`src/ctt_pkg.sv`:
```
package ctt_pkg;

  // Register byte addresses (each register one aligned word)
  localparam logic [7:0] ADDR_T0_COUNT  = 8'h00;
  localparam logic [7:0] ADDR_T0_CTRL   = 8'h04;
  localparam logic [7:0] ADDR_T0_RUN    = 8'h08;
  localparam logic [7:0] ADDR_T1_COUNT  = 8'h10;
  localparam logic [7:0] ADDR_T1_CTRL   = 8'h14;
  localparam logic [7:0] ADDR_T1_RUN    = 8'h18;
  localparam logic [7:0] ADDR_T2_COUNT  = 8'h20;
  localparam logic [7:0] ADDR_T2_CTRL   = 8'h24;
  localparam logic [7:0] ADDR_T2_RUN    = 8'h28;
  localparam logic [7:0] ADDR_INT_EN    = 8'h30;
  localparam logic [7:0] ADDR_INT_FLAGS = 8'h34;
  localparam logic [7:0] ADDR_IRQ_MASK  = 8'h38;

  // Register indices as printed
  localparam int IDX_T0_COUNT = 'h00;
  localparam int IDX_INT_EN   = 'h0C;

  // Control field positions
  localparam int CTL_SEL_LSB  = 0;
  localparam int CTL_RELOAD   = 4;
  localparam int CTL_TONE     = 5;
  localparam int CTL_STOP_LSB = 6;

  // Reset values of the control registers
  localparam logic [7:0] RST_T0_CTRL = 8'h3E;
  localparam logic [7:0] RST_T1_CTRL = 8'h1E;
  // Timer2 code 1110 picks fast tap 3, with reload set
  localparam logic [7:0] RST_T2_CTRL = 8'h1E;

  // Interrupt bit positions
  localparam int IRQ_T2 = 0;
  localparam int IRQ_T1 = 1;
  localparam int IRQ_T0 = 2;

  // Divider chain widths
  localparam int SLOW_W = 14;
  localparam int FAST_W = 9;

  // Slow clock period and prescale count from pclk (32768 Hz nominal)
  localparam int SLOW_HZ      = 32768;
  localparam int PCLK_HZ      = 100000000;
  localparam int SLOW_PRE_CYC = PCLK_HZ / (2 * SLOW_HZ);

  // Stop modes
  typedef enum logic [1:0] {
    CTT_STOP_OFF  = 2'b00,
    CTT_STOP_T2OV = 2'b01,
    CTT_STOP_EXT  = 2'b10,
    CTT_STOP_T2CK = 2'b11
  } ctt_stop_t;

  // Memory space sizes
  localparam int SFR_BYTES = 64;
  localparam int RAM_BYTES = 128;

endpackage

```
`src/ctt_timers.sv`:
```
`timescale 1ns/1ps
`default_nettype none
module ctt_timers
  import ctt_pkg::*;
(
  input  wire logic        pclk,
  input  wire logic        presetn,
  input  wire logic        psel,
  input  wire logic        penable,
  input  wire logic        pwrite,
  input  wire logic [7:0]  paddr,
  input  wire logic [31:0] pwdata,
  input  wire logic [3:0]  pstrb,
  output logic      [31:0] prdata,
  output logic             pready,
  output logic             pslverr,
  input  wire logic        fast_osc_en,
  input  wire logic        external_clock_input,
  output logic             timer0_tone_output,
  output logic             irq,
  output logic      [1:0]  irq_source
);

  ////////////////////////////////////////////////////////////////////////
  // Tap selection: returns the chosen enable pulse for one timer
  function automatic logic pick(input logic [3:0] sel,
                                input logic casc,
                                input logic [SLOW_W-1:0] st,
                                input logic [FAST_W:0] ft,
                                input logic is_t2);
    logic r;
    r = 1'b0;
    if (sel[3:1] == 3'b000)
      r = casc;
    else if (sel[3:1] == 3'b001)
      r = st[13];
    else if (sel[3:2] == 2'b01)
      r = st[11 - 2 * sel[1:0]];
    else if (is_t2)
      r = ft[9 - sel[2:0]];
    else
      r = ft[7 - sel[2:0]];
    return r;
  endfunction

  ////////////////////////////////////////////////////////////////////////
  // Input synchronisers for the external clock and fast oscillator tick
  logic [1:0] ext_sync;
  logic [1:0] fast_sync;
  logic       ext_prev;

  always_ff @(posedge pclk or negedge presetn) begin
    if (!presetn) begin
      ext_sync  <= 2'b00;
      fast_sync <= 2'b00;
      ext_prev  <= 1'b0;
    end else begin
      ext_sync  <= {ext_sync[0], external_clock_input};
      fast_sync <= {fast_sync[0], fast_osc_en};
      ext_prev  <= ext_sync[1];
    end
  end

  wire ext_rise = ext_sync[1] & ~ext_prev;
  wire fast_tick = fast_sync[1];

  ////////////////////////////////////////////////////////////////////////
  // Divider chains; a tap pulses when its bit falls (one full period)
  logic [15:0]       slow_pre;
  logic [SLOW_W-1:0] slow_cnt;
  logic [FAST_W-1:0] fast_cnt;
  wire               slow_tick = (slow_pre == 16'(SLOW_PRE_CYC - 1));
  wire [SLOW_W-1:0]  slow_next = slow_cnt + 14'h0001;
  wire [FAST_W-1:0]  fast_next = fast_cnt + 9'h001;
  wire [SLOW_W-1:0]  slow_tap  = {SLOW_W{slow_tick}} & slow_cnt & ~slow_next;
  wire [FAST_W:0]    fast_tap  = {FAST_W+1{fast_tick}} &
                                 {fast_cnt & ~fast_next, 1'b1};

  always_ff @(posedge pclk or negedge presetn) begin
    if (!presetn) begin
      slow_pre <= 16'h0000;
      slow_cnt <= 14'h0000;
      fast_cnt <= 9'h000;
    end else begin
      slow_pre <= slow_tick ? 16'h0000 : slow_pre + 16'h0001;
      if (slow_tick)
        slow_cnt <= slow_next;
      if (fast_tick)
        fast_cnt <= fast_next;
    end
  end

  ////////////////////////////////////////////////////////////////////////
  // Register storage
  logic [7:0] count   [3];
  logic [7:0] preload [3];
  logic [7:0] ctrl    [3];
  logic [2:0] run;
  logic [7:0] int_en;
  logic [2:0] flags;
  logic [2:0] irq_mask;
  logic       t0_halted;

  ////////////////////////////////////////////////////////////////////////
  // APB decode: zero-wait, unmapped reads zero and flag an error
  wire acc   = psel & penable;
  wire wr    = acc & pwrite & pstrb[0];
  wire hit_c0 = (paddr == ADDR_T0_COUNT);
  wire hit_k0 = (paddr == ADDR_T0_CTRL);
  wire hit_r0 = (paddr == ADDR_T0_RUN);
  wire hit_c1 = (paddr == ADDR_T1_COUNT);
  wire hit_k1 = (paddr == ADDR_T1_CTRL);
  wire hit_r1 = (paddr == ADDR_T1_RUN);
  wire hit_c2 = (paddr == ADDR_T2_COUNT);
  wire hit_k2 = (paddr == ADDR_T2_CTRL);
  wire hit_r2 = (paddr == ADDR_T2_RUN);
  wire hit_ie = (paddr == ADDR_INT_EN);
  wire hit_if = (paddr == ADDR_INT_FLAGS);
  wire hit_im = (paddr == ADDR_IRQ_MASK);
  wire [2:0] hit_c = {hit_c2, hit_c1, hit_c0};
  wire [2:0] hit_k = {hit_k2, hit_k1, hit_k0};
  wire [2:0] hit_r = {hit_r2, hit_r1, hit_r0};
  // Everything decoded must sit inside the 64-byte register space
  wire in_space = (paddr < 8'(SFR_BYTES));
  wire mapped = in_space & (|{hit_c, hit_k, hit_r, hit_ie, hit_if, hit_im});

  logic [7:0] rd_byte;
  always_comb begin
    if (hit_c0)      rd_byte = count[0];
    else if (hit_k0) rd_byte = ctrl[0];
    else if (hit_r0) rd_byte = {7'h00, run[0]};
    else if (hit_c1) rd_byte = count[1];
    else if (hit_k1) rd_byte = ctrl[1];
    else if (hit_r1) rd_byte = {7'h00, run[1]};
    else if (hit_c2) rd_byte = count[2];
    else if (hit_k2) rd_byte = ctrl[2];
    else if (hit_r2) rd_byte = {7'h00, run[2]};
    else if (hit_ie) rd_byte = int_en;
    else if (hit_if) rd_byte = {5'h00, flags};
    else if (hit_im) rd_byte = {5'h00, irq_mask};
    else             rd_byte = 8'h00;
  end

  assign pready  = 1'b1;
  assign pslverr = acc & ~mapped;

  // Read data registered on the setup cycle so it stands in the access phase
  always_ff @(posedge pclk or negedge presetn) begin
    if (!presetn)
      prdata <= 32'h0000_0000;
    else if (psel & ~penable & ~pwrite)
      prdata <= {24'h000000, rd_byte};
  end

  ////////////////////////////////////////////////////////////////////////
  // Clock selection per timer, cascade taken from the previous count bit 7
  logic [2:0] tick;
  logic [2:0] ovf;
  logic [2:0] msb_fall;
  logic       t0_stop_evt;

  always_comb begin
    for (int i = 0; i < 3; i++)
      msb_fall[i] = 1'b0;
    tick[0] = pick(ctrl[0][3:0], ext_rise, slow_tap, fast_tap, 1'b0);
    tick[1] = pick(ctrl[1][3:0], msb_fall[0], slow_tap, fast_tap, 1'b0);
    tick[2] = pick(ctrl[2][3:0], msb_fall[1], slow_tap, fast_tap, 1'b1);
    for (int i = 0; i < 3; i++)
      ovf[i] = tick[i] & run[i] & (count[i] == 8'hFF);
  end

  // Cascade edge: bit 7 falling means a full period of the upstream timer
  logic [1:0] msb_prev;
  wire  [1:0] casc_fall = msb_prev & ~{count[1][7], count[0][7]};

  always_ff @(posedge pclk or negedge presetn) begin
    if (!presetn)
      msb_prev <= 2'b00;
    else
      msb_prev <= {count[1][7], count[0][7]};
  end

  // Cascade ticks come one cycle after the upstream bit falls
  logic [2:0] eff_tick;
  assign eff_tick[0] = tick[0];
  assign eff_tick[1] = (ctrl[1][3:1] == 3'b000) ? casc_fall[0] : tick[1];
  assign eff_tick[2] = (ctrl[2][3:1] == 3'b000) ? casc_fall[1] : tick[2];

  wire [2:0] eff_ovf;
  assign eff_ovf[0] = eff_tick[0] & run[0] & ~t0_halted & (count[0] == 8'hFF);
  assign eff_ovf[1] = eff_tick[1] & run[1] & (count[1] == 8'hFF);
  assign eff_ovf[2] = eff_tick[2] & run[2] & (count[2] == 8'hFF);

  ////////////////////////////////////////////////////////////////////////
  // Timer0 stop modes
  ctt_stop_t stop_mode;
  assign stop_mode = ctt_stop_t'(ctrl[0][7:6]);
  logic      stop_armed;

  always_comb begin
    case (stop_mode)
      CTT_STOP_T2OV: t0_stop_evt = eff_ovf[2];
      CTT_STOP_EXT:  t0_stop_evt = stop_armed & ext_rise;
      CTT_STOP_T2CK: t0_stop_evt = stop_armed & eff_tick[2];
      default:       t0_stop_evt = 1'b0;
    endcase
  end

  // First edge arms; the next edge closes one full cycle
  always_ff @(posedge pclk or negedge presetn) begin
    if (!presetn) begin
      stop_armed <= 1'b0;
      t0_halted  <= 1'b0;
    end else if (stop_mode == CTT_STOP_OFF || (wr & hit_k0)) begin
      stop_armed <= 1'b0;
      t0_halted  <= 1'b0;
    end else begin
      if ((stop_mode == CTT_STOP_EXT && ext_rise) ||
          (stop_mode == CTT_STOP_T2CK && eff_tick[2]))
        stop_armed <= 1'b1;
      if (t0_stop_evt)
        t0_halted <= 1'b1;
    end
  end

  ////////////////////////////////////////////////////////////////////////
  // Counters, preload and control registers
  wire [7:0] wbyte = pwdata[7:0];

  always_ff @(posedge pclk or negedge presetn) begin
    if (!presetn) begin
      for (int i = 0; i < 3; i++) begin
        count[i]   <= 8'h00;
        preload[i] <= 8'h00;
      end
      ctrl[0] <= RST_T0_CTRL;
      ctrl[1] <= RST_T1_CTRL;
      ctrl[2] <= RST_T2_CTRL;
      run     <= 3'b000;
    end else begin
      for (int i = 0; i < 3; i++) begin
        if (wr & hit_c[i]) begin
          preload[i] <= wbyte;
          if (!run[i])
            count[i] <= wbyte;
        end else if (eff_ovf[i]) begin
          count[i] <= preload[i];
          if (!ctrl[i][CTL_RELOAD])
            run[i] <= 1'b0;
        end else if (eff_tick[i] & run[i] & ~(i == 0 && t0_halted)) begin
          count[i] <= count[i] + 8'h01;
        end
        if (wr & hit_k[i])
          ctrl[i] <= wbyte;
        if (wr & hit_r[i])
          run[i] <= wbyte[0];
      end
    end
  end

  ////////////////////////////////////////////////////////////////////////
  // Interrupt enables, flags and mask
  wire       t0_stop_mode = (stop_mode != CTT_STOP_OFF);
  wire [2:0] events = {eff_ovf[0] | (t0_stop_mode & t0_stop_evt),
                       eff_ovf[1], eff_ovf[2]};
  wire [2:0] flag_set = events & int_en[2:0];
  wire [2:0] flag_clr = (wr & hit_if) ? ~wbyte[2:0] : 3'b000;

  always_ff @(posedge pclk or negedge presetn) begin
    if (!presetn) begin
      int_en   <= 8'h00;
      flags    <= 3'b000;
      irq_mask <= 3'b000;
    end else begin
      if (wr & hit_ie)
        int_en <= wbyte;
      if (wr & hit_im)
        irq_mask <= wbyte[2:0];
      // Set wins over a clear in the same cycle
      flags <= (flags & ~flag_clr) | flag_set;
    end
  end

  ////////////////////////////////////////////////////////////////////////
  // Tone output and interrupt request with fixed priority
  always_ff @(posedge pclk or negedge presetn) begin
    if (!presetn)
      timer0_tone_output <= 1'b0;
    else if (!ctrl[0][CTL_TONE])
      timer0_tone_output <= 1'b0;
    else if (eff_ovf[0])
      timer0_tone_output <= ~timer0_tone_output;
  end

  wire [2:0] pend = flags & irq_mask;
  assign irq = |pend;
  assign irq_source = pend[IRQ_T2] ? 2'd2 :
                      pend[IRQ_T1] ? 2'd1 :
                      pend[IRQ_T0] ? 2'd0 : 2'd3;

endmodule
`default_nettype wire

```
`config.mk`:
```
export PLATFORM = sky130hd
export DESIGN_NAME = ctt_timers
export DESIGN_NICKNAME = d
export VERILOG_FILES = /design/src/ctt_pkg.sv /design/src/ctt_timers.sv
export SDC_FILE = /design/constraint.sdc
export NUM_CORES = 1
export LEC_CHECK = 0
export BUFFER_PORTS_ARGS = -buffer_cell sky130_fd_sc_hd__buf_2
export CAP_MARGIN = 20
export CORE_ASPECT_RATIO = 0.6
export CORE_MARGIN = 1.5
export CORE_UTILIZATION = 35
export CTS_CLUSTER_SIZE = 24
export DETAILED_ROUTE_END_ITERATION = 6
export GPL_TIMING_DRIVEN = 0
export SLEW_MARGIN = 25
export SYNTH_ARGS = -nofsm -noshare
export SYNTH_HDL_FRONTEND = slang
export SYNTH_SLANG_ARGS = --single-unit
```
`constraint.sdc`:
```
create_clock -name pclk -period 4 [get_ports pclk]
set_input_delay 0.2 -clock pclk [delete_from_list [all_inputs] [get_ports pclk]]
set_output_delay 0.2 -clock pclk [all_outputs]
set_load 0.1 [all_outputs]
```
==> impl_metrics.csv <==
group,metric,value,unit
sta,timing.setup.tns,0,ns
clocking,clockRootBuffer,"clkbuf_16",
drt,antenna_left,0,
placed_design,place_area,8778,um^2
floorplanning,core,22330,um^2
yosys,synth_edf_count,0,
worst_setup_path,path_cells,"ha_1, and3_1, ha_1, mux2i_1, a2111oi_0, a211oi_1, o22ai_2, nand3_1, o31a_1, mux2_2",
yosys,yosysMostFrequentCell,"dfrtp_1",
yosys,synth_seq_cells,146,
sta,min_period_over_period,0.8683,
sta,layout_setup_ws,0.5267,ns
placed_design,gp_congestion,0.8685,
placed_design,port-buffer-count,36,
finish,drive_above_1_share,0.2179,
clocking,cts_tree,"built",
finish,area_growth,16.23,%
worst_setup_path,r2r-end,"run[2]",
sta,fin_crit,3.473,ns
drt,wl,22900,um
sta,setup_violations,0,
global_route,gr-usage-all-layers,0.1982,
worst_setup_path,required,4.31,ns
floorplanning,core.rowCount,42,
power,power_leakage,0.004316,uW
flow_run,drv_cap,0,
drt,via_count,6549,
yosys,yosysWarningCount,0,
sta,worst_slew_pin_slew,0.8982,ns
global_route,grt-ovfl-total,0,
global_route,antenna_found_initial,0,
clocking,clockBufferDepth,2,
worst_setup_path,critPathMaxStageDelay,0.49,ns
drt,drt_iter0_markers,704,
placed_design,dpl_worst_slack,0.6358,ns
yosys,synthTopCellsByCount,"dfrtp_1, nand2_1, nor2_1",
floorplanning,die_w,199.3,um
finish,nets,958,
clocking,cts_sinks,146,
worst_setup_path,slowest_stage,"dfrtp_1",
yosys,synthTopCellsByArea,"dfrtp_1, mux2_2, nand2_1, dfstp_2, nor2_1",
drt,wire_per_inst,18.89,um
finish,finish.instance_area,9402,um^2
floorplanning,initial_core_util,0.3622,
yosys,synth_top_area_share,0.4114,
hold_path,hold_end,"preload[22]",
clocking,insertion_delay,0.43,ns
worst_setup_path,ff2ff_setup_slack,0.53,ns
yosys,yosysTopAreaCell,"dfrtp_1",
global_route,grt_pass1_wl,35640,um
worst_setup_path,crit_top_cell,"ha_1",
sta,skew,0.008981,ns
worst_setup_path,reg2reg_depth,10,
clocking,cts_buffers,17,
drt,post-route-drc-count,0,
yosys,syn_inst,809,
worst_setup_path,cp-end-kind,"flop",
sta,hold_viol_final,0,
hold_path,worstHoldStart,"pwdata[6]",
worst_setup_path,critPathArrivalTime,3.79,ns
power,cellPowerDensity,428.3,nW/um^2
worst_setup_path,worst-path-max-fanout,8,
sta,slew_headroom,0.3949,
drt,via_per_inst,5.403,
floorplanning,dieArea,24060,um^2
sta,rsz0062_at_grt,"no",
sta,maxClockFrequency,287.9,MHz
clocking,clk_pin_slew_worst_paths,0.06,ns
drt,drt-pass1-iter-count,6,
clocking,h-tree-depth,4,
yosys,synth.cell_area,8089,um^2
floorplanning,num_io_pins,89,
clocking,cts-resized-gates,0,
yosys,yosysSeqAreaShare,0.4537,
global_route,grt_max_degree,85,
worst_setup_path,startpoint_type,"flop",
finish,n_antenna_cell,0,
yosys,synth-main-ff-cell,"dfrtp_1",
hold_path,min_path_cells,3,
yosys,synth_cell_types,83,
worst_setup_path,rr_startpoint,"fast_cnt[0]",
placed_design,dp_hpwl,16730,um
worst_setup_path,worst-setup-path-type,"flop to flop",
yosys,async_reset_ff_frac,1.000,
global_route,grt_pass1_vias,6012,
yosys,avgSynthCellArea,9.999,um^2
hold_path,hold_class,"primary input to flop",
power,peakVddDrop,280.4,uV
floorplanning,die_y,120.8,um
status,status,"finished clean",
sta,slew_viol_final,0,
[worst max path at each step]
stage | start | end | slack, ns
detailed placement | fast_cnt[0] | run[2] | 0.64
global placement | presetn | preload[13] | 0.47
global route | fast_cnt[0] | run[2] | 0.31
CTS | fast_cnt[0] | run[2] | 0.60
finish | fast_cnt[0] | run[2] | 0.53
floorplan | fast_cnt[0] | count[19] | 1.19
[final cells by class]
cell class / instances / area [um^2]
fill: 2166 / 12930
multi-input combinational: 605 / 4063
sequential: 146 / 3670
clock buffer: 23 / 488.0
tap: 308 / 385.4
buffer: 61 / 367.9
timing repair buffer: 40 / 247.7
clock inverter: 9 / 105.1
inverter: 20 / 75.07
[where the power goes]
| part | internal, uW | switching, uW |
|---|---|---|
| Combinational | 222 | 464 |
| Sequential | 1580 | 143 |
| Clock | 981 | 634 |
| Total | 2790 | 1240 |
[layout by cell type, fill, tap and decap left out, drive strengths merged, types with 5 or more instances in the layout]
cell,netlist,routed
a31oi,12,12
and3,27,27
dfrtp,133,133
o211ai,6,6
nor2b,7,7
nor2,58,58
ha,16,16
and2,6,6
nand3,36,36
or3,6,6
a222oi,7,7
conb,2,25
and4,5,5
mux2,45,45
o22ai,8,8
a41oi,8,8
nand4,7,7
clkbuf,18,41
a32oi,5,5
a221oi,10,10
a22o,6,6
a21oi,20,20
buf,43,80
xnor2,20,20
mux2i,5,5
o21ai,31,31
dfstp,13,13
nor4,9,9
inv,20,20
xor2,21,21
nand2,114,114
nor3,16,16
o21a,5,5
[kinds of logic after synthesis]
logic type / after synthesis / synth area share
adder cells (fa/ha/maj): 16 / 0.02475
AND/OR/NAND/NOR: 317 / 0.2002
AO/OA/AOI/OAI: 153 / 0.1437
XOR/XNOR: 41 / 0.04439
other: 2 / 0.0009284
flip-flops: 146 / 0.4537
buffers and inverters: 81 / 0.05476
multiplexers: 53 / 0.07765
[worst max-delay path: cells and delay by family, from the launching register on]
kind / cells / cell delay, ns
flops: 1 / 0.49
mux: 2 / 0.39
simple gates: 2 / 0.54
fa+ha+maj: 2 / 0.54
compound gates: 4 / 1.41
[through the flow]
| step | instances | utilization | power [uW] | hold WS [ns] |
|---|---|---|---|---|
| 5_1_grt | 1212 | 0.4210 | 4181 | 0.1492 |
| 2_1_floorplan | 832 | - | 2190 | -0.09559 |
| 3_5_place_dp | 1177 | 0.3931 | 2410 | 0.1838 |
| 6_report | 1212 | 0.4210 | 4026 | 0.1544 |
| 3_3_place_gp | 1176 | 0.3914 | 2397 | 0.3111 |
| 4_1_cts | 1212 | 0.4210 | 4023 | 0.1228 |
[flip-flops by register name, indices dropped and copies added (netlist names)]
register            flops
irq_mask                3
slow_cnt               14
stop_armed              1
fast_cnt                9
ext_sync                2
timer0_tone_output      1
t0_halted               1
fast_sync               2
slow_pre               16
ctrl                   24
ext_prev                1
run                     3
prdata                  8
int_en                  8
msb_prev                2
count                  24
preload                24
flags                   3
[repair_timing]
item,in CTS,in global routing
buffers inserted,0,0
hold buffers,3,0
endpoints found under the hold margin,62,0
endpoints found under the setup margin,0,0
[routing by layer]
| layer | global-route usage | wire length [um] |
|---|---|---|
| met1 | 0.3267 | 12230 |
| met5 | 0 | 0 |
| met4 | 0.04735 | 233 |
| met2 | 0.2337 | 8220 |
| met3 | 0.06499 | 2216 |
Note: power is estimated with default switching activity, not from simulation.
